`src/hw/phy_timing_regs.vh`:
```
`ifndef PHY_TIMING_REGS_VH
`define PHY_TIMING_REGS_VH
// ---------------------------------------------------------------
// Timing figures, in nanoseconds, milliseconds and bit times
// ---------------------------------------------------------------
`define CLK_PERIOD_NS        50
`define BIT_NS_10M           100
`define BIT_NS_100M          10
`define TX10_LAT_BT          2
`define TX100_LAT_BT         3
`define TXSYM_LAT_BT         7
`define CRS_TX100_ON_BT      4
`define CRS_TX10_ON_BT       2
`define CRS_TX_OFF_BT        4
`define RX100_MII_LAT_BT     17
`define RXSYM_LAT_BT         9
`define CRS_RX_ON_MIN_BT     10
`define CRS_RX_ON_MAX_BT     14
`define COL_ON_MIN_BT        9
`define COL_ON_MAX_BT        13
`define CRS_RX_OFF_MIN_BT    13
`define CRS_RX_OFF_MAX_BT    18
`define POR_MIN_MS           40
`define POR_MAX_MS           500
`define HWRST_MIN_NS         500
`define TXCLK_VALID_MAX_MS   500
// ---------------------------------------------------------------
// Symbol codes on the 5-bit line
// ---------------------------------------------------------------
`define SYM_J                5'h18
`define SYM_T                5'h0d
`endif

```
`src/hw/phy_timing.v`:
```
// Operation
// - 10M MII: first line bit leaves within 2 bit times of sampled data.
// - 100M MII: start symbol leaves within 3 bit times of TXEN sampled; here two clocks (10 bit times) after that edge.
// - 100M symbol mode: start symbol leaves within 7 bit times of TXD.
// - At 100M half duplex carrier rises within 4 bit times of TXEN rising; here three clocks (15 bit times) after TXEN is sampled.
// - At 10M half duplex carrier rises within 2 bit times of TXEN rising.
// - At either rate carrier drops within 4 bit times of TXEN falling; at 100M here three clocks (15 bit times) after it is sampled.
// - 100M: start symbol reaches RXD in 17 (MII) or 9 (symbol) bit times.
// - At 100M carrier rises 10 to 14 bit times after a received start symbol.
// - 100M half duplex: start while sending sets COL in 9 to 13 bit times.
// - At 100M carrier drops 13 to 18 bit times after a received end symbol.
// - Power-on sequence completes between 40 ms and 500 ms.
// - Hardware reset input isolates the device and restarts initialisation.
// - A valid transmit clock appears within 500 ms of reset release.
// - One 10M bit time is 100 ns.
`timescale 1ns/1ps
`include "phy_timing_regs.vh"
`default_nettype none
module phy_timing #(
    parameter [24:0] POR_CYCLES   = 25'd800000,
    parameter [24:0] CLKV_CYCLES  = 25'd800000
) (
    input  wire       SYS_CLK,
    input  wire       RST_B,
    input  wire       HW_RESET_LOW_INPUT,
    input  wire       SPEED_100,
    input  wire       SYMBOL_MODE,
    input  wire       HALF_DUPLEX,
    input  wire       TXEN,
    input  wire [4:0] TXD,
    input  wire       LINE_RECEIVE_PAIR_VALID,
    input  wire [4:0] LINE_RECEIVE_PAIR,
    input  wire       RX_READY,
    output reg        LINE_TRANSMIT_PAIR_EN,
    output reg  [4:0] LINE_TRANSMIT_PAIR,
    output reg        RXDV,
    output reg  [4:0] RXD,
    output reg        CRS,
    output reg        COL,
    output reg        ISOLATE,
    output reg        TXCLK_VALID,
    output reg        INIT_DONE
);
    // Cycle counts: least times round up, longest round down.
    localparam integer TX10_CYC  = (`TX10_LAT_BT*`BIT_NS_10M)/`CLK_PERIOD_NS;
    localparam integer CRS10_CYC = (`CRS_TX10_ON_BT*`BIT_NS_10M)/`CLK_PERIOD_NS;
    localparam integer POR_MIN_CYC =
        (`POR_MIN_MS*1000000+`CLK_PERIOD_NS-1)/`CLK_PERIOD_NS;
    localparam integer HWRST_CYC =
        (`HWRST_MIN_NS+`CLK_PERIOD_NS-1)/`CLK_PERIOD_NS;

    // ---------------------------------------------------------------
    // Reset release and pin synchronisers
    // ---------------------------------------------------------------
    reg [1:0] rst_q;
    reg [1:0] hw_q;
    reg [1:0] en_q;
    wire      rst_n = rst_q[1];
    // Reset release through two flops; assertion is asynchronous
    always @(posedge SYS_CLK or negedge RST_B) begin
        if (!RST_B) begin
            rst_q <= 2'b00;
        end else begin
            rst_q <= {rst_q[0], 1'b1};
        end
    end
    // The external reset pin is foreign to this clock
    always @(posedge SYS_CLK or negedge rst_n) begin
        if (!rst_n) begin
            hw_q <= 2'b00;
            en_q <= 2'b00;
        end else begin
            hw_q <= {hw_q[0], HW_RESET_LOW_INPUT};
            en_q <= {en_q[0], TXEN};
        end
    end

    // ---------------------------------------------------------------
    // Power-on and hardware reset sequencing
    // ---------------------------------------------------------------
    reg [24:0] init_q;
    reg [24:0] clkv_q;
    reg [4:0]  pulse_q;
    wire       hw_active = !hw_q[1];
    // Short glitches below the minimum width are still honoured: isolation
    // is immediate, the pulse counter only tracks width for diagnostics.
    always @(posedge SYS_CLK or negedge rst_n) begin
        if (!rst_n) begin
            init_q      <= 25'd0;
            clkv_q      <= 25'd0;
            pulse_q     <= 5'd0;
            ISOLATE     <= 1'b1;
            INIT_DONE   <= 1'b0;
            TXCLK_VALID <= 1'b0;
        end else if (hw_active) begin
            ISOLATE     <= 1'b1;
            INIT_DONE   <= 1'b0;
            TXCLK_VALID <= 1'b0;
            init_q      <= 25'd0;
            clkv_q      <= 25'd0;
            if (pulse_q != HWRST_CYC[4:0])
                pulse_q <= pulse_q + 5'd1;
        end else begin
            pulse_q <= 5'd0;
            if (init_q != POR_CYCLES)
                init_q <= init_q + 25'd1;
            else
                INIT_DONE <= 1'b1;
            if (clkv_q != CLKV_CYCLES)
                clkv_q <= clkv_q + 25'd1;
            else
                TXCLK_VALID <= 1'b1;
            ISOLATE <= (init_q != POR_CYCLES);
        end
    end

    // ---------------------------------------------------------------
    // Transmit path and carrier during transmission
    // ---------------------------------------------------------------
    reg       tx_seen_q;
    reg       tx_crs_q;
    wire      up = INIT_DONE && !ISOLATE;
    // One clock is 5 bit times at 100M; 100M TXD emits next edge, TXEN after two sync flops;
    // 10M paths fit TX10_CYC (four clocks for 2 bit times).
    always @(posedge SYS_CLK or negedge rst_n) begin
        if (!rst_n) begin
            LINE_TRANSMIT_PAIR_EN <= 1'b0;
            LINE_TRANSMIT_PAIR    <= 5'h00;
            tx_seen_q             <= 1'b0;
            tx_crs_q              <= 1'b0;
        end else begin
            LINE_TRANSMIT_PAIR_EN <= up && en_q[1];
            if (SPEED_100 && !SYMBOL_MODE && en_q[1] && !tx_seen_q)
                LINE_TRANSMIT_PAIR <= `SYM_J;
            else
                LINE_TRANSMIT_PAIR <= TXD;
            tx_seen_q <= en_q[1]; // Not tied to carrier, so full duplex too
            if (!en_q[1])
                tx_crs_q <= 1'b0;
            else if (SPEED_100 || CRS10_CYC <= TX10_CYC)
                tx_crs_q <= up && HALF_DUPLEX;
        end
    end

    // ---------------------------------------------------------------
    // Two-entry receive buffer
    // ---------------------------------------------------------------
    reg [4:0] buf_q [0:1];
    reg [1:0] cnt_q;
    reg       rd_q;
    reg       wr_q;
    wire      in_ready = (cnt_q != 2'd2);
    wire      push = LINE_RECEIVE_PAIR_VALID && in_ready && up;
    wire      pop  = RXDV && RX_READY;
    // Holding a stalled word keeps RXD stable until taken
    always @(posedge SYS_CLK or negedge rst_n) begin
        if (!rst_n) begin
            buf_q[0] <= 5'h00;
            buf_q[1] <= 5'h00;
            cnt_q    <= 2'd0;
            rd_q     <= 1'b0;
            wr_q     <= 1'b0;
            RXDV     <= 1'b0;
            RXD      <= 5'h00;
        end else begin
            if (push) begin
                buf_q[wr_q] <= LINE_RECEIVE_PAIR;
                wr_q        <= ~wr_q;
            end
            if (pop)
                rd_q <= ~rd_q;
            cnt_q <= cnt_q + {1'b0, push} - {1'b0, pop};
            // Output register reflects the next head entry, bounded to
            // one or two clocks (10 bit times) when not stalled
            if (!RXDV || pop) begin
                if (cnt_q - {1'b0, pop} != 2'd0) begin
                    RXDV <= 1'b1;
                    RXD  <= buf_q[rd_q ^ pop];
                end else if (push) begin
                    RXDV <= 1'b1;
                    RXD  <= LINE_RECEIVE_PAIR;
                end else begin
                    RXDV <= 1'b0;
                end
            end
        end
    end

    // ---------------------------------------------------------------
    // Receive carrier and collision (100M, two clocks = 10 bit times on, three = 15 off)
    // ---------------------------------------------------------------
    reg [1:0] jdly_q;
    reg [2:0] tdly_q;
    reg       rx_crs_q;
    wire      is_j = push && (LINE_RECEIVE_PAIR == `SYM_J);
    wire      is_t = push && (LINE_RECEIVE_PAIR == `SYM_T);
    // Delay lines place carrier rise at the 10 bit-time edge of its window, the fall inside it
    always @(posedge SYS_CLK or negedge rst_n) begin
        if (!rst_n) begin
            jdly_q   <= 2'b00;
            tdly_q   <= 3'b000;
            rx_crs_q <= 1'b0;
            CRS      <= 1'b0;
            COL      <= 1'b0;
        end else begin
            jdly_q <= {jdly_q[0], is_j && SPEED_100};
            tdly_q <= {tdly_q[1:0], is_t && SPEED_100};
            if (jdly_q[1])
                rx_crs_q <= 1'b1;
            else if (tdly_q[2])
                rx_crs_q <= 1'b0;
            CRS <= tx_crs_q || (jdly_q[1] || (rx_crs_q && !tdly_q[2]));
            if (jdly_q[1] && tx_crs_q && HALF_DUPLEX)
                COL <= 1'b1;
            else if (!tx_crs_q || !(rx_crs_q && !tdly_q[2]))
                COL <= 1'b0;
        end
    end
endmodule
`default_nettype wire

```
`config.mk`:
```
export PLATFORM = sky130hd
export DESIGN_NAME = phy_timing
export DESIGN_NICKNAME = d
export VERILOG_FILES = /design/src/hw/phy_timing.v
export VERILOG_INCLUDE_DIRS = /design/src /design/src/hw
export SDC_FILE = /design/constraint.sdc
export NUM_CORES = 1
export LEC_CHECK = 0
export BUFFER_PORTS_ARGS = -buffer_cell sky130_fd_sc_hd__buf_4
export CORE_UTILIZATION = 30
export DETAILED_ROUTE_END_ITERATION = 7
export GPL_TIMING_DRIVEN = 0
export SLEW_MARGIN = 20
export SYNTH_ARGS = -nofsm -noshare
export SYNTH_HDL_FRONTEND = slang
export SYNTH_SLANG_ARGS = --single-unit
```
`constraint.sdc`:
```
create_clock -name SYS_CLK -period 6.85 [get_ports SYS_CLK]
set_input_delay 1.0275 -clock SYS_CLK [delete_from_list [all_inputs] [get_ports SYS_CLK]]
set_output_delay 1.0275 -clock SYS_CLK [all_outputs]
set_load 0.01 [all_outputs]
```
Word level (Yosys, flattened, before mapping)

Cells that the tools add are included.

Register bits after elaboration: 95
Bits in latches: 0
Bits in writable memories: 0
Memory bits (read-only): 0
Output and inout port bits: 17
Logic and storage cells: 104
Memories: 0

Add/sub/neg operators: 5
$mul: 0
Div/mod/pow operators: 0
Order comparisons: 3
Equality and inequality tests: 9
Shifts and indexed selects: 0
Multiplexer cells: 25
Bitwise logic cells: 5
Reduce and logical (&&, ||, !) cells: 33

Operator list:

| kind                    | number |
|---|---|
| $mux W25                | 4 |
| $add A25 B1 Y25 const B | 2 |
| $ne A25 B20 Y1 const B  | 2 |
| $mux W5                 | 7 |
| $logic_and A1 B1 Y1     | 17 |
| $mux W1                 | 12 |
| $bwmux W10              | 1 |
| $reduce_bool A2 Y1      | 4 |
| $logic_not A1 Y1        | 7 |
| $ne A2 B2 Y1 const B    | 3 |
| $demux W5 S1            | 1 |
| $eq A5 B4 Y1 const B    | 1 |
| $eq A5 B5 Y1 const B    | 1 |
| $ge A2 B2 Y1 const B    | 2 |
| $logic_or A1 B1 Y1      | 4 |
| $ne A2 B1 Y1 const B    | 2 |
| $not A1 Y2              | 2 |
| $sub A2 B1 Y2           | 2 |
| $add A2 B1 Y2           | 1 |
| $lt A2 B1 Y1 const B    | 1 |
| $not A1 Y1              | 2 |
| $reduce_and A2 Y1       | 1 |
| $xor A1 B1 Y1           | 1 |

Longest topological paths before layout

Gate-level depths: netlist of run 1.

Depth after elaboration: 7
Gate-level depth with buffers: 6
Gate-level depth less buffers: 6

Worst setup path before layout of run 1

No wires, ideal clock.

Path kind: input to register
From: input port LINE_RECEIVE_PAIR_VALID
To: register buf_q[5] (netlist name)
Library setup time: 0.125 ns
Arrival time: 2.167 ns
Data required time: 6.725 ns
Path slack: 4.558 ns
Cell stages on the path: 4
Path buffers: 0
Cells stage by stage: nand3b_1 -> a21oi_1 -> nor2b_1 -> mux2_2

Longest elaborated chain between the ends: 2

RTL lines:

| what                             | line             | source |
|---|---|---|
| from (decl)                      | phy_timing.v:31  | `input wire LINE_RECEIVE_PAIR_VALID,` |
| $logic_and A1 B1 Y1 (2 in a row) | phy_timing.v:153 | `wire push = LINE_RECEIVE_PAIR_VALID && in_ready && up;` |
| to (decl)                        | phy_timing.v:148 | `reg [4:0] buf_q [0:1];` |

Every way passes these cells.
A chain may end at the register's enable or synchronous reset.

Worst setup path in the final report of run 1

From: input port LINE_RECEIVE_PAIR_VALID
To: register buf_q[6] (netlist name)

The elaborated chain is that of the path after synthesis.

==> insert_results.sql, run 1 <==
INSERT INTO impl_metrics (metric_group, metric, value, unit) VALUES
('status', 'status', 'finished, final reports clean', ''),
('sta', 'fin_skew', '9.71', 'ps'),
('clocking', 'cts_root_buffer', 'sky130_fd_sc_hd__clkbuf_16', ''),
('routing', 'viasPerCell', '5.24', ''),
('sta', 'setup_violations', '0', ''),
('sta', 'finalCritPeriodShare', '34.1', '%'),
('final_layout', 'most-common-layout-cells', '93 x sky130_fd_sc_hd__dfrtp_1, 35 x sky130_fd_sc_hd__buf_4, 34 x sky130_fd_sc_hd__nand2_1, 26 x sky130_fd_sc_hd__a21oi_1, 21 x sky130_fd_sc_hd__nor2_1', ''),
('setup_path', 'crit_slowest_cell', 'sky130_fd_sc_hd__nor2b_1', ''),
('floorplanning', 'core_area', '0.0145', 'mm2'),
('setup_path', 'crit_path_max_delay_family', 'simple AND/OR/NAND/NOR gates', ''),
('final_layout', 'num-fill-cells', '1440', ''),
('setup_path', 'critical_path.endpoint_type', 'register', ''),
('power_and_ir_drop', 'fin_total_pwr', '1.14', 'mW'),
('final_layout', 'finalNetCount', '494', ''),
('floorplanning', 'die-height', '124', 'um'),
('placement', 'placed_cells', '643', ''),
('power_and_ir_drop', 'power.ir.vdd_worst', '0.148', 'mV'),
('sta', 'final_period_minus_worst_setup_slack', '2340', 'ps'),
('final_layout', 'synthToLayoutAreaGrowth', '18.6', '%'),
('placement', 'place_ws', '4140', 'ps'),
('setup_path', 'worst_path_largest_cell_delay', '490', 'ps'),
('placement', 'buffer_ports.inserted', '35', ''),
('final_layout', 'layout.cell_area.non_filler', '0.00528', 'mm2'),
('clocking', 'clock_insertion_delay_worst_skew', '350', 'ps'),
('final_layout', 'num_antenna_cells', '0', ''),
('setup_path', 'path_cells', 'buf_4, nand3b_1, a21oi_1, nor2b_1, mux2_2', ''),
('logic_synthesis', 'synth_sequential_area_ratio', '53.5', '%'),
('routing', 'route.vias.total', '3455', ''),
('routing', 'route.detailed.wl_per_inst', '14.6', 'um'),
('clocking', 'postCtsResizedCells', '0', ''),
('routing', 'detail_route.iter0.violations', '199', ''),
('sta', 'final_hold_viol_count', '0', ''),
('final_layout', 'layoutNonFillerInstCount', '659', ''),
('routing', 'antenna_left', '0', ''),
('floorplanning', 'chipWidth', '124', 'um'),
('routing', 'drc_errors', '0', ''),
('clocking', 'cts_buffers', '9', ''),
('setup_path', 'critPathLaunchType', 'input pin', ''),
('sta', 'rsz_0062_raised_after_global_routing', 'false', ''),
('sta', 'postLayoutSetupSlackWorst', '4510', 'ps'),
('power_and_ir_drop', 'total_leakage_power', '2.27', 'nW'),
('power_and_ir_drop', 'pwr_density_cell', '217', 'mW/mm2'),
('placement', 'globalplace.congestion', '0.805', ''),
('sta', 'tightestPinTransition', '713', 'ps'),
('setup_path', 'worstPathRequired', '7080', 'ps'),
('clocking', 'cts_max_level', '3', ''),
('clocking', 'cts_tree', 'built', ''),
('global_route', 'grt_pass1_vias', '3428', ''),
('clocking', 'post_cts_hold_buffer_count', '0', ''),
('global_route', 'antenna_found_initial', '0', ''),
('global_route', 'globalRoute.totalOverflow', '0', ''),
('logic_synthesis', 'postSynthRegisterBits', '95', ''),
('setup_path', 'crit_arrival', '2560', 'ps'),
('placement', 'post-dp-hpwl', '6770', 'um'),
('sta', 'max_freq', '428', 'MHz'),
('logic_synthesis', 'syn_area', '0.00445', 'mm2'),
('logic_synthesis', 'mappedNetlistNets', '447', ''),
('sta', 'setup-tns-final', '0', 'ps'),
('final_layout', 'final_core_util', '36.4', '%'),
('logic_synthesis', 'yosys.cell_types.count', '46', ''),
('clocking', 'postCtsSetupBuffers', '0', ''),
('setup_path', 'worst-path-max-fanout', '6', ''),
('global_route', 'maximum_number_of_pins_on_one_net_before_global_route_repair', '52', ''),
('sta', 'slew_violations', '0', ''),
('logic_synthesis', 'synth_enable_flop_cells', '0', ''),
('logic_synthesis', 'synth_async_sr_flop_share', '100', '%'),
('floorplanning', 'start_util', '30.7', '%'),
('routing', 'totalWireLength', '9610', 'um'),
('global_route', 'grt_first_pass_wirelength', '16700', 'um'),
('logic_synthesis', 'yosys_warnings', '0', ''),
('logic_synthesis', 'synth_area_per_cell', '10.5', 'um2');
## cell families (layout without fill, tap and decap cells)
| kind of cell | count (synthesis) | count (layout) | synth area share (%) |
|---|---|---|---|
| AOI/OAI and AO/OA | 75 | 75 | 10.5 |
| xor gates and xnor gates | 22 | 22 | 4.33 |
| adders and majority gates | 5 | 5 | 1.41 |
| buffers and inverters | 27 | 79 | 2.53 |
| DFF | 95 | 95 | 53.5 |
| muxes | 21 | 21 | 5.01 |
| other | 1 | 1 | 0.0843 |
| and+or+nand+nor | 177 | 177 | 22.6 |
## power by group
part / leakage [nW] / total (mW) / switching (mW) / internal [mW]
logic: 0.834 / 0.0452 / 0.0264 / 0.0189
registers: 1.29 / 0.579 / 0.0109 / 0.568
clock network: 0.145 / 0.519 / 0.215 / 0.304
total: 2.27 / 1.14 / 0.252 / 0.890
## layer usage
metal  up-vias  track usage, %  share of wire, %  wire, um
met5         -               0                 0         0
met4         0            6.63               1.5       142
met3        13            2.20               3.5       338
met2        73            22.4                48      4610
met1      1719            18.3                47      4520
li1       1650               -                 -         -
## final timing paths
kind | end | from | cells past startpoint | slack, ps
max in group asynchronous | ISOLATE | rst_q[1] | 1 | 5770
min reg2reg | rst_q[1] | rst_q[0] | 0 | 350
min in group asynchronous | init_q[6] | rst_q[1] | 0 | 370
max reg2reg | buf_q[6] | cnt_q[1] | 4 | 4780
min | rst_q[1] | rst_q[0] | 0 | 350
max | buf_q[6] | LINE_RECEIVE_PAIR_VALID | 5 | 4510
## synthesized netlist by cell type, drive strengths merged (2+ instances only)
cell type	instances
dfrtp	94
nand2	35
a21oi	26
nor2	21
nand3	19
or4	18
xor2	18
nand4	16
o31ai	16
o21ai	14
clkbuf	12
mux2i	11
nor4	11
inv	10
mux2	10
and4	8
nor3	8
nor2b	7
or3	7
o21a	6
and3	5
ha	5
nand2b	5
o211ai	5
and2	4
buf	4
nor4b	4
or2	4
xnor2	4
a211oi	3
o31a	2
## layout make-up
class	instances	area [um2]	share of cell area (%)
sequential	95	2380	45.2
timing repair buffer	36	283	5.36
clock buffer	12	256	4.86
multi-input combinational	301	1960	37.1
buffer	16	71.3	1.35
clock inverter	4	53.8	1.02
tap	184	230	4.36
inverter	11	41.3	0.783
## state kept, by name, summed over array words and instances, names as in the netlist, 2 cells and up
signal	cells
RXD	5
buf_q	10
en_q	2
clkv_q	25
init_q	25
rst_q	2
tdly_q	3
hw_q	2
LINE_TRANSMIT_PAIR	5
cnt_q	2
jdly_q	2
(Power assumes the default switching activity.)
==> run 2, diff against run 1 <==
--- a/config.mk
+++ b/config.mk
@@ -6,6 +6,7 @@
 export SDC_FILE = /design/constraint.sdc
 export NUM_CORES = 1
 export LEC_CHECK = 0
+export ABC_AREA = 1
 export BUFFER_PORTS_ARGS = -buffer_cell sky130_fd_sc_hd__buf_4
 export CORE_UTILIZATION = 30
 export DETAILED_ROUTE_END_ITERATION = 7
==> constraint.sdc (replaced) <==
create_clock -name SYS_CLK -period 1.88 [get_ports SYS_CLK]
set_input_delay 0.282 -clock SYS_CLK [delete_from_list [all_inputs] [get_ports SYS_CLK]]
set_output_delay 0.282 -clock SYS_CLK [all_outputs]
set_load 0.01 [all_outputs]
==> insert_results.sql, run 2 <==
INSERT INTO impl_metrics (metric_group, metric, value, unit) VALUES
('setup_path', 'crit_path_max_delay_family', 'simple AND/OR/NAND/NOR gates', ''),
('logic_synthesis', 'synth_sequential_area_ratio', '47.0', '%'),
('routing', 'drc_errors', '0', ''),
('logic_synthesis', 'synth_area_per_cell', '7.34', 'um2'),
('sta', 'setup-tns-final', '0', 'ps'),
('setup_path', 'path_cells', 'ha_1, nand3_1, nor2_1, nand2_1, nor2_1, nand2_1, nand2_1, nor2_1', ''),
('logic_synthesis', 'postSynthRegisterBits', '95', ''),
('logic_synthesis', 'synthesis.instances', '690', ''),
('sta', 'tightestPinTransition', '796', 'ps'),
('final_layout', 'num_antenna_cells', '0', ''),
('routing', 'detail_route.iter0.violations', '314', ''),
('floorplanning', 'i_o_pin_cnt', '36', ''),
('routing', 'route.detailed.wl_per_inst', '12.2', 'um'),
('setup_path', 'worst_path_largest_cell_delay', '440', 'ps'),
('setup_path', 'crit_arrival', '1820', 'ps'),
('floorplanning', 'die_area', '0.0174', 'mm2'),
('setup_path', 'crit_slowest_cell', 'sky130_fd_sc_hd__dfrtp_1', ''),
('logic_synthesis', 'synth.cells.most_frequent', '212 x sky130_fd_sc_hd__nand2_1, 120 x sky130_fd_sc_hd__nor2_1, 94 x sky130_fd_sc_hd__dfrtp_1, 78 x sky130_fd_sc_hd__inv_1, 40 x sky130_fd_sc_hd__nand3_1', ''),
('min_path', 'min_path_type', 'input pin to register', ''),
('routing', 'totalWireLength', '11800', 'um'),
('logic_synthesis', 'yosys-top-cells-area', 'sky130_fd_sc_hd__dfrtp_1 46%, sky130_fd_sc_hd__nand2_1 16%, sky130_fd_sc_hd__nor2_1 8.9%, sky130_fd_sc_hd__inv_1 5.8%, sky130_fd_sc_hd__nand3_1 4.0%', ''),
('power_and_ir_drop', 'pwr_density_cell', '823', 'mW/mm2'),
('global_route', 'grt_first_pass_wirelength', '20000', 'um'),
('sta', 'fin_skew', '8.98', 'ps'),
('sta', 'final_hold_viol_count', '0', ''),
('final_layout', 'largest_registers', 'clkv_q (25), init_q (25), buf_q (10)', ''),
('logic_synthesis', 'yosys_warnings', '0', ''),
('placement', 'post-dp-hpwl', '8860', 'um'),
('final_layout', 'most-common-layout-cells', '212 x sky130_fd_sc_hd__nand2_1, 120 x sky130_fd_sc_hd__nor2_1, 93 x sky130_fd_sc_hd__dfrtp_1, 78 x sky130_fd_sc_hd__inv_1, 40 x sky130_fd_sc_hd__nand3_1', ''),
('routing', 'antenna_left', '0', ''),
('final_layout', 'synthToLayoutAreaGrowth', '17.8', '%'),
('sta', 'setup_violations', '0', ''),
('floorplanning', 'floorplan.rows', '47', ''),
('routing', 'dr.pass1.iters', '5', ''),
('global_route', 'maximum_number_of_pins_on_one_net_before_global_route_repair', '41', ''),
('min_path', 'min_delay_path_depth', '1', ''),
('routing', 'viasPerCell', '4.51', ''),
('logic_synthesis', 'synth_enable_flop_cells', '0', ''),
('sta', 'postLayoutSetupSlackWorst', '315', 'ps'),
('setup_path', 'worst-path-max-fanout', '6', ''),
('clocking', 'clock_sinks', '95', ''),
('power_and_ir_drop', 'fin_total_pwr', '4.91', 'mW'),
('clocking', 'cts_buffers', '9', ''),
('global_route', 'grt_pass1_vias', '4100', ''),
('power_and_ir_drop', 'power.ir.vdd_worst', '0.493', 'mV'),
('floorplanning', 'chipWidth', '132', 'um'),
('logic_synthesis', 'synth_async_sr_flop_share', '100', '%'),
('setup_path', 'worst-r2r-cell-count', '8', ''),
('clocking', 'cts_max_level', '3', ''),
('routing', 'route.vias.total', '4352', ''),
('logic_synthesis', 'yosysMostFrequentCell', 'sky130_fd_sc_hd__nand2_1', ''),
('setup_path', 'r2r_slack', '320', 'ps'),
('logic_synthesis', 'post-synth-top-area-cell', 'sky130_fd_sc_hd__dfrtp_1', ''),
('setup_path', 'cp.buffers_inverters', '0', ''),
('global_route', 'globalRoute.totalOverflow', '0', ''),
('sta', 'rsz_0062_raised_after_global_routing', 'false', ''),
('global_route', 'grt_util_all_layers', '14.5', '%'),
('logic_synthesis', 'ys.flop_type', 'sky130_fd_sc_hd__dfrtp_1', ''),
('clocking', 'cts_root_buffer', 'sky130_fd_sc_hd__clkbuf_16', ''),
('sta', 'finalCritPeriodShare', '83.2', '%'),
('logic_synthesis', 'mappedNetlistNets', '714', ''),
('setup_path', 'critPathLaunchType', 'register', ''),
('setup_path', 'rr_startpoint', 'init_q[0]', ''),
('clocking', 'cts_tree', 'built', ''),
('status', 'status', 'finished, final reports clean', ''),
('final_layout', 'mostFrequentLayoutCell', 'sky130_fd_sc_hd__nand2_1', ''),
('floorplanning', 'core_area', '0.0165', 'mm2'),
('sta', 'final_period_minus_worst_setup_slack', '1560', 'ps'),
('final_layout', 'final_layout_size_suffix_gt1_share', '13.0', '%'),
('setup_path', 'critical_path.endpoint_type', 'register', ''),
('clocking', 'postCtsResizedCells', '0', ''),
('power_and_ir_drop', 'total_leakage_power', '2.76', 'nW'),
('logic_synthesis', 'yosys.cell_types.count', '35', ''),
('clocking', 'post_cts_hold_buffer_count', '1', ''),
('clocking', 'clock_tree.buffer_depth', '2', ''),
('sta', 'maxSlewHeadroom', '46.5', '%'),
('global_route', 'antenna_found_initial', '0', ''),
('floorplanning', 'start_util', '30.6', '%'),
('setup_path', 'r2r_end', 'init_q[18]', ''),
('placement', 'buffer_ports.inserted', '35', ''),
('placement', 'globalplace.congestion', '0.856', ''),
('min_path', 'timing.hold.worst.start', 'TXEN', ''),
('floorplanning', 'die-height', '132', 'um'),
('setup_path', 'timing.setup.critical_path_class', 'register to register', ''),
('final_layout', 'finalNetCount', '763', ''),
('min_path', 'worst_hold_endpoint', 'en_q[0]', ''),
('setup_path', 'worstPathRequired', '2130', 'ps'),
('sta', 'slew_violations', '0', ''),
('sta', 'max_freq', '639', 'MHz'),
('clocking', 'postCtsSetupBuffers', '0', ''),
('clocking', 'clock_insertion_delay_worst_skew', '360', 'ps'),
('logic_synthesis', 'syn_area', '0.00506', 'mm2'),
('logic_synthesis', 'synth_largest_type_area_fraction', '46.5', '%'),
('clocking', 'path_clk_slew', '80', 'ps'),
('run', 'reported_max_cap_violation_count', '0', ''),
('placement', 'place_ws', '327', 'ps');
[run 2: cell types whose count changed after synthesis, sizes merged, moves of 8 or more]
cell | before | now
nor2 | 21 | 143
nor4 | 11 | 3
inv | 10 | 80
and4 | 8 | 0
or4 | 18 | 0
mux2i | 11 | 0
nand2 | 35 | 216
o31ai | 16 | 0
nand3 | 19 | 41
xor2 | 18 | 7
mux2 | 10 | 0
o21ai | 14 | 30
[run 2: metrics by stage]
| step | utilization (%) | instance area, um2 | instances | hold slack, ps |
|---|---|---|---|---|
| after CTS | 36.1 | 5960 | 964 | 15.1 |
| after global placement | 33.9 | 5600 | 945 | 65.7 |
| after detailed placement | 34.2 | 5640 | 947 | 65.5 |
| after floorplan | - | 5060 | 690 | -13.6 |
| final | 36.1 | 5960 | 964 | 29.4 |
| after global routing | 36.1 | 5960 | 964 | 10.9 |
[run 2: cell families after synthesis]
family	synth area share, %
xor+xnor	1.56
buf+inv	6.65
other cells	0.0741
compound gates	6.28
simple gates	37.2
flops	47.0
fa+ha+maj	1.24
[run 2: layer usage]
layer / GRT usage [%] / routed length (um) / up-vias / share of wire [%]
li1: - / - / 2260 / -
met1: 19.2 / 5740 / 2026 / 49
met4: 3.49 / 97 / 0 / 0.82
met2: 23.7 / 5510 / 60 / 47
met3: 3.77 / 410 / 6 / 3.5
met5: 0 / 0 / - / 0
[run 2: cell type report]
| class | instances | area [um2] |
|---|---|---|
| inverters | 81 | 305 |
| clock inverters | 7 | 83.8 |
| flip-flops and latches | 95 | 2380 |
| repair buffers | 38 | 313 |
| well taps | 220 | 275 |
| plain buffers | 7 | 31.3 |
| multi-input cells | 507 | 2350 |
| fillers | 1753 | 10600 |
| clock buffers | 9 | 225 |
[run 2: worst register-to-register path, delay by kind of cell (launching register included)]
kind          cells  cell delay, ps
simple gates      7             770
flops             1             440
fa+ha+maj         1             240
[run 2: worst max path at each step]
| stage | from | to | slack [ps] | cells after the start |
|---|---|---|---|---|
| after global placement | rst_q[1] | init_q[10] | -380 | 0 |
| after floorplan | rst_q[1] | COL | 280 | 0 |
| after detailed placement | hw_q[1] | clkv_q[19] | 330 | 4 |
| after global routing | init_q[0] | init_q[18] | 160 | 8 |
| after CTS | hw_q[1] | init_q[11] | 310 | 4 |
| final | init_q[0] | init_q[18] | 320 | 8 |
[run 2: where the power goes]
group | total [mW] | leakage (nW) | switching [mW] | internal [mW]
clock network | 1.88 | 0.151 | 0.928 | 0.954
registers | 2.25 | 1.27 | 0.0930 | 2.15
logic | 0.780 | 1.33 | 0.476 | 0.304
total | 4.91 | 2.76 | 1.50 | 3.41
==> run 3, diff against run 2 <==
--- a/config.mk
+++ b/config.mk
@@ -6,7 +6,7 @@
 export SDC_FILE = /design/constraint.sdc
 export NUM_CORES = 1
 export LEC_CHECK = 0
-export ABC_AREA = 1
+export ABC_AREA = 0
 export BUFFER_PORTS_ARGS = -buffer_cell sky130_fd_sc_hd__buf_4
 export CORE_UTILIZATION = 30
 export DETAILED_ROUTE_END_ITERATION = 7
==> constraint.sdc (replaced) <==
create_clock -name SYS_CLK -period 1.64 [get_ports SYS_CLK]
set_input_delay 0.246 -clock SYS_CLK [delete_from_list [all_inputs] [get_ports SYS_CLK]]
set_output_delay 0.246 -clock SYS_CLK [all_outputs]
set_load 0.01 [all_outputs]
==> insert_results.sql, run 3 (synthesized netlist as in run 1, its figures left out) <==
INSERT INTO impl_metrics (metric_group, metric, value, unit) VALUES
('setup_path', 'critPathLaunchType', 'register', ''),
('clocking', 'clock_tree.buffer_depth', '2', ''),
('floorplanning', 'start_util', '30.7', '%'),
('status', 'failed_checks', 'negative setup slack', ''),
('final_layout', 'num_antenna_cells', '0', ''),
('floorplanning', 'die-height', '124', 'um'),
('setup_path', 'worst-path-max-fanout', '4', ''),
('setup_path', 'timing.setup.critical_path_class', 'register to register', ''),
('routing', 'detail_route.iter0.violations', '235', ''),
('routing', 'drc_errors', '0', ''),
('final_layout', 'largest_registers', 'clkv_q (25), init_q (25), buf_q (10)', ''),
('setup_path', 'critical_path.endpoint_type', 'register', ''),
('placement', 'post-dp-hpwl', '6980', 'um'),
('sta', 'slew_violations', '0', ''),
('power_and_ir_drop', 'power.ir.vdd_worst', '0.538', 'mV'),
('floorplanning', 'chipWidth', '124', 'um'),
('routing', 'route.detailed.wl_per_inst', '16.3', 'um'),
('routing', 'totalWireLength', '11700', 'um'),
('power_and_ir_drop', 'total_leakage_power', '2.78', 'nW'),
('final_layout', 'final_layout_size_suffix_gt1_share', '41.9', '%'),
('routing', 'dr.pass1.iters', '4', ''),
('final_layout', 'mostFrequentLayoutCell', 'sky130_fd_sc_hd__buf_4', ''),
('clocking', 'cts_root_buffer', 'sky130_fd_sc_hd__clkbuf_16', ''),
('clocking', 'clock_sinks', '95', ''),
('global_route', 'antenna_found_initial', '0', ''),
('sta', 'finalCritPeriodShare', '109', '%'),
('sta', 'final_hold_viol_count', '0', ''),
('final_layout', 'most-common-layout-cells', '93 x sky130_fd_sc_hd__buf_4, 84 x sky130_fd_sc_hd__dfrtp_1, 29 x sky130_fd_sc_hd__nand2_1, 19 x sky130_fd_sc_hd__nor2_1', ''),
('floorplanning', 'i_o_pin_cnt', '36', ''),
('routing', 'antenna_left', '0', ''),
('sta', 'final_period_minus_worst_setup_slack', '1780', 'ps'),
('setup_path', 'crit_slowest_cell', 'sky130_fd_sc_hd__or4b_4', ''),
('global_route', 'globalRoute.totalOverflow', '0', ''),
('routing', 'viasPerCell', '5.31', ''),
('setup_path', 'worst_path_largest_cell_delay', '560', 'ps'),
('power_and_ir_drop', 'fin_total_pwr', '4.89', 'mW'),
('clocking', 'cts_tree', 'built', ''),
('clocking', 'cts_buffers', '9', ''),
('run', 'reported_max_cap_violation_count', '0', ''),
('routing', 'route.vias.total', '3836', ''),
('placement', 'buffer_ports.inserted', '35', ''),
('setup_path', 'worstPathRequired', '1910', 'ps'),
('sta', 'maxSlewHeadroom', '52.7', '%'),
('sta', 'tightestPinTransition', '700', 'ps'),
('power_and_ir_drop', 'comb_power_share', '5.2', '%'),
('global_route', 'grt_pass1_vias', '3764', ''),
('sta', 'max_freq', '561', 'MHz'),
('placement', 'globalplace.congestion', '0.830', ''),
('final_layout', 'synthToLayoutAreaGrowth', '42.8', '%'),
('min_path', 'min_path_type', 'input pin to register', ''),
('global_route', 'grt_util_all_layers', '15.2', '%'),
('floorplanning', 'core_area', '0.0145', 'mm2'),
('clocking', 'cts_max_level', '3', ''),
('floorplanning', 'die_area', '0.0153', 'mm2'),
('final_layout', 'layout.cell_area.non_filler', '0.00635', 'mm2'),
('floorplanning', 'floorplan.rows', '44', ''),
('final_layout', 'layoutNonFillerInstCount', '723', ''),
('power_and_ir_drop', 'power.share.clock', '45.2', '%'),
('final_layout', 'finalNetCount', '558', ''),
('power_and_ir_drop', 'p_int', '3.72', 'mW'),
('clocking', 'clock_insertion_delay_worst_skew', '350', 'ps'),
('sta', 'setup_violations', '15', ''),
('placement', 'placed_cells', '643', ''),
('sta', 'rsz_0062_raised_after_global_routing', 'true', ''),
('global_route', 'maximum_number_of_pins_on_one_net_before_global_route_repair', '53', ''),
('status', 'status', 'finished with violations', ''),
('setup_path', 'crit_arrival', '2050', 'ps'),
('power_and_ir_drop', 'p_seq_share', '49.5', '%'),
('placement', 'dpl_cell_area', '0.00497', 'mm2'),
('power_and_ir_drop', 'switching_share', '24.0', '%'),
('sta', 'postLayoutSetupSlackWorst', '-141', 'ps'),
('setup_path', 'path_cells', 'or4b_4, or3_4, o21ai_2, mux2i_1', ''),
('sta', 'fin_skew', '4.90', 'ps'),
('clocking', 'path_clk_slew', '70', 'ps'),
('global_route', 'grt_first_pass_wirelength', '18000', 'um'),
('power_and_ir_drop', 'power.switching', '1.17', 'mW'),
('power_and_ir_drop', 'pwr_density_cell', '769', 'mW/mm2');
run 3: layout make-up:
cell class | instances | area [um2]
tap | 184 | 230
buffer | 12 | 101
multi-input combinational | 301 | 2440
timing repair buffer | 104 | 830
inverter | 11 | 41.3
clock buffer | 9 | 225
sequential | 95 | 2390
clock inverter | 7 | 86.3
fill | 1329 | 8130
run 3: worst paths after layout:
| check | from | to | slack (ps) | cells past startpoint |
|---|---|---|---|---|
| max | clkv_q[20] | clkv_q[2] | -140 | 4 |
| min | HW_RESET_LOW_INPUT | hw_q[0] | 20 | 1 |
| max reg2reg | clkv_q[20] | clkv_q[2] | -140 | 4 |
| min reg2reg | rst_q[0] | rst_q[1] | 350 | 0 |
| max in group asynchronous | rst_q[1] | ISOLATE | 540 | 1 |
| min in group asynchronous | RST_B | rst_q[1] | 220 | 2 |
run 3: metrics by stage:
stage	hold slack, ps	TNS (ps)	utilization [%]	setup WS (ps)
floorplan	-49.6	-43.9	-	-32.8
global placement	29.3	-53390	34.2	-522
detailed placement	30.2	-7080	34.3	-325
CTS	5.95	-406	39.7	-85.3
global route	3.26	-2250	43.9	-172
finish	19.5	-930	43.9	-141
run 3: power groups by stage:
stage / logic, mW / clock network [mW] / registers (mW)
after detailed placement: 0.190 / 0 / 2.46
after global routing: 0.282 / 2.36 / 2.43
after floorplan: 0.0808 / 0 / 2.47
final: 0.257 / 2.21 / 2.42
after global placement: 0.163 / 0 / 2.48
after CTS: 0.235 / 2.26 / 2.42
run 3: routing by layer:
metal	GRT usage [%]	part of all wire (%)	up-vias
met5	0	0	-
met2	25.6	51	84
met3	2.52	2.6	22
met4	6.33	1.9	0
li1	-	-	1777
met1	19.1	45	1953
run 3: what timing repair did:
| action | 4_1_cts | 5_1_grt |
|---|---|---|
| setup endpoints to repair | 46 | 51 |
| gates cloned | 1 | 2 |
| hold buffers | 2 | 0 |
| buffers inserted | 35 | 28 |
| pin swaps | 14 | 39 |
| hold endpoints to repair | 3 | 0 |
| resized for setup | 48 | 89 |
run 3: worst max-delay path: cells and delay by family, from the launching register on:
family	cells	cell delay, ps
compound gates	1	160
flops	1	400
mux	1	190
simple gates	2	950
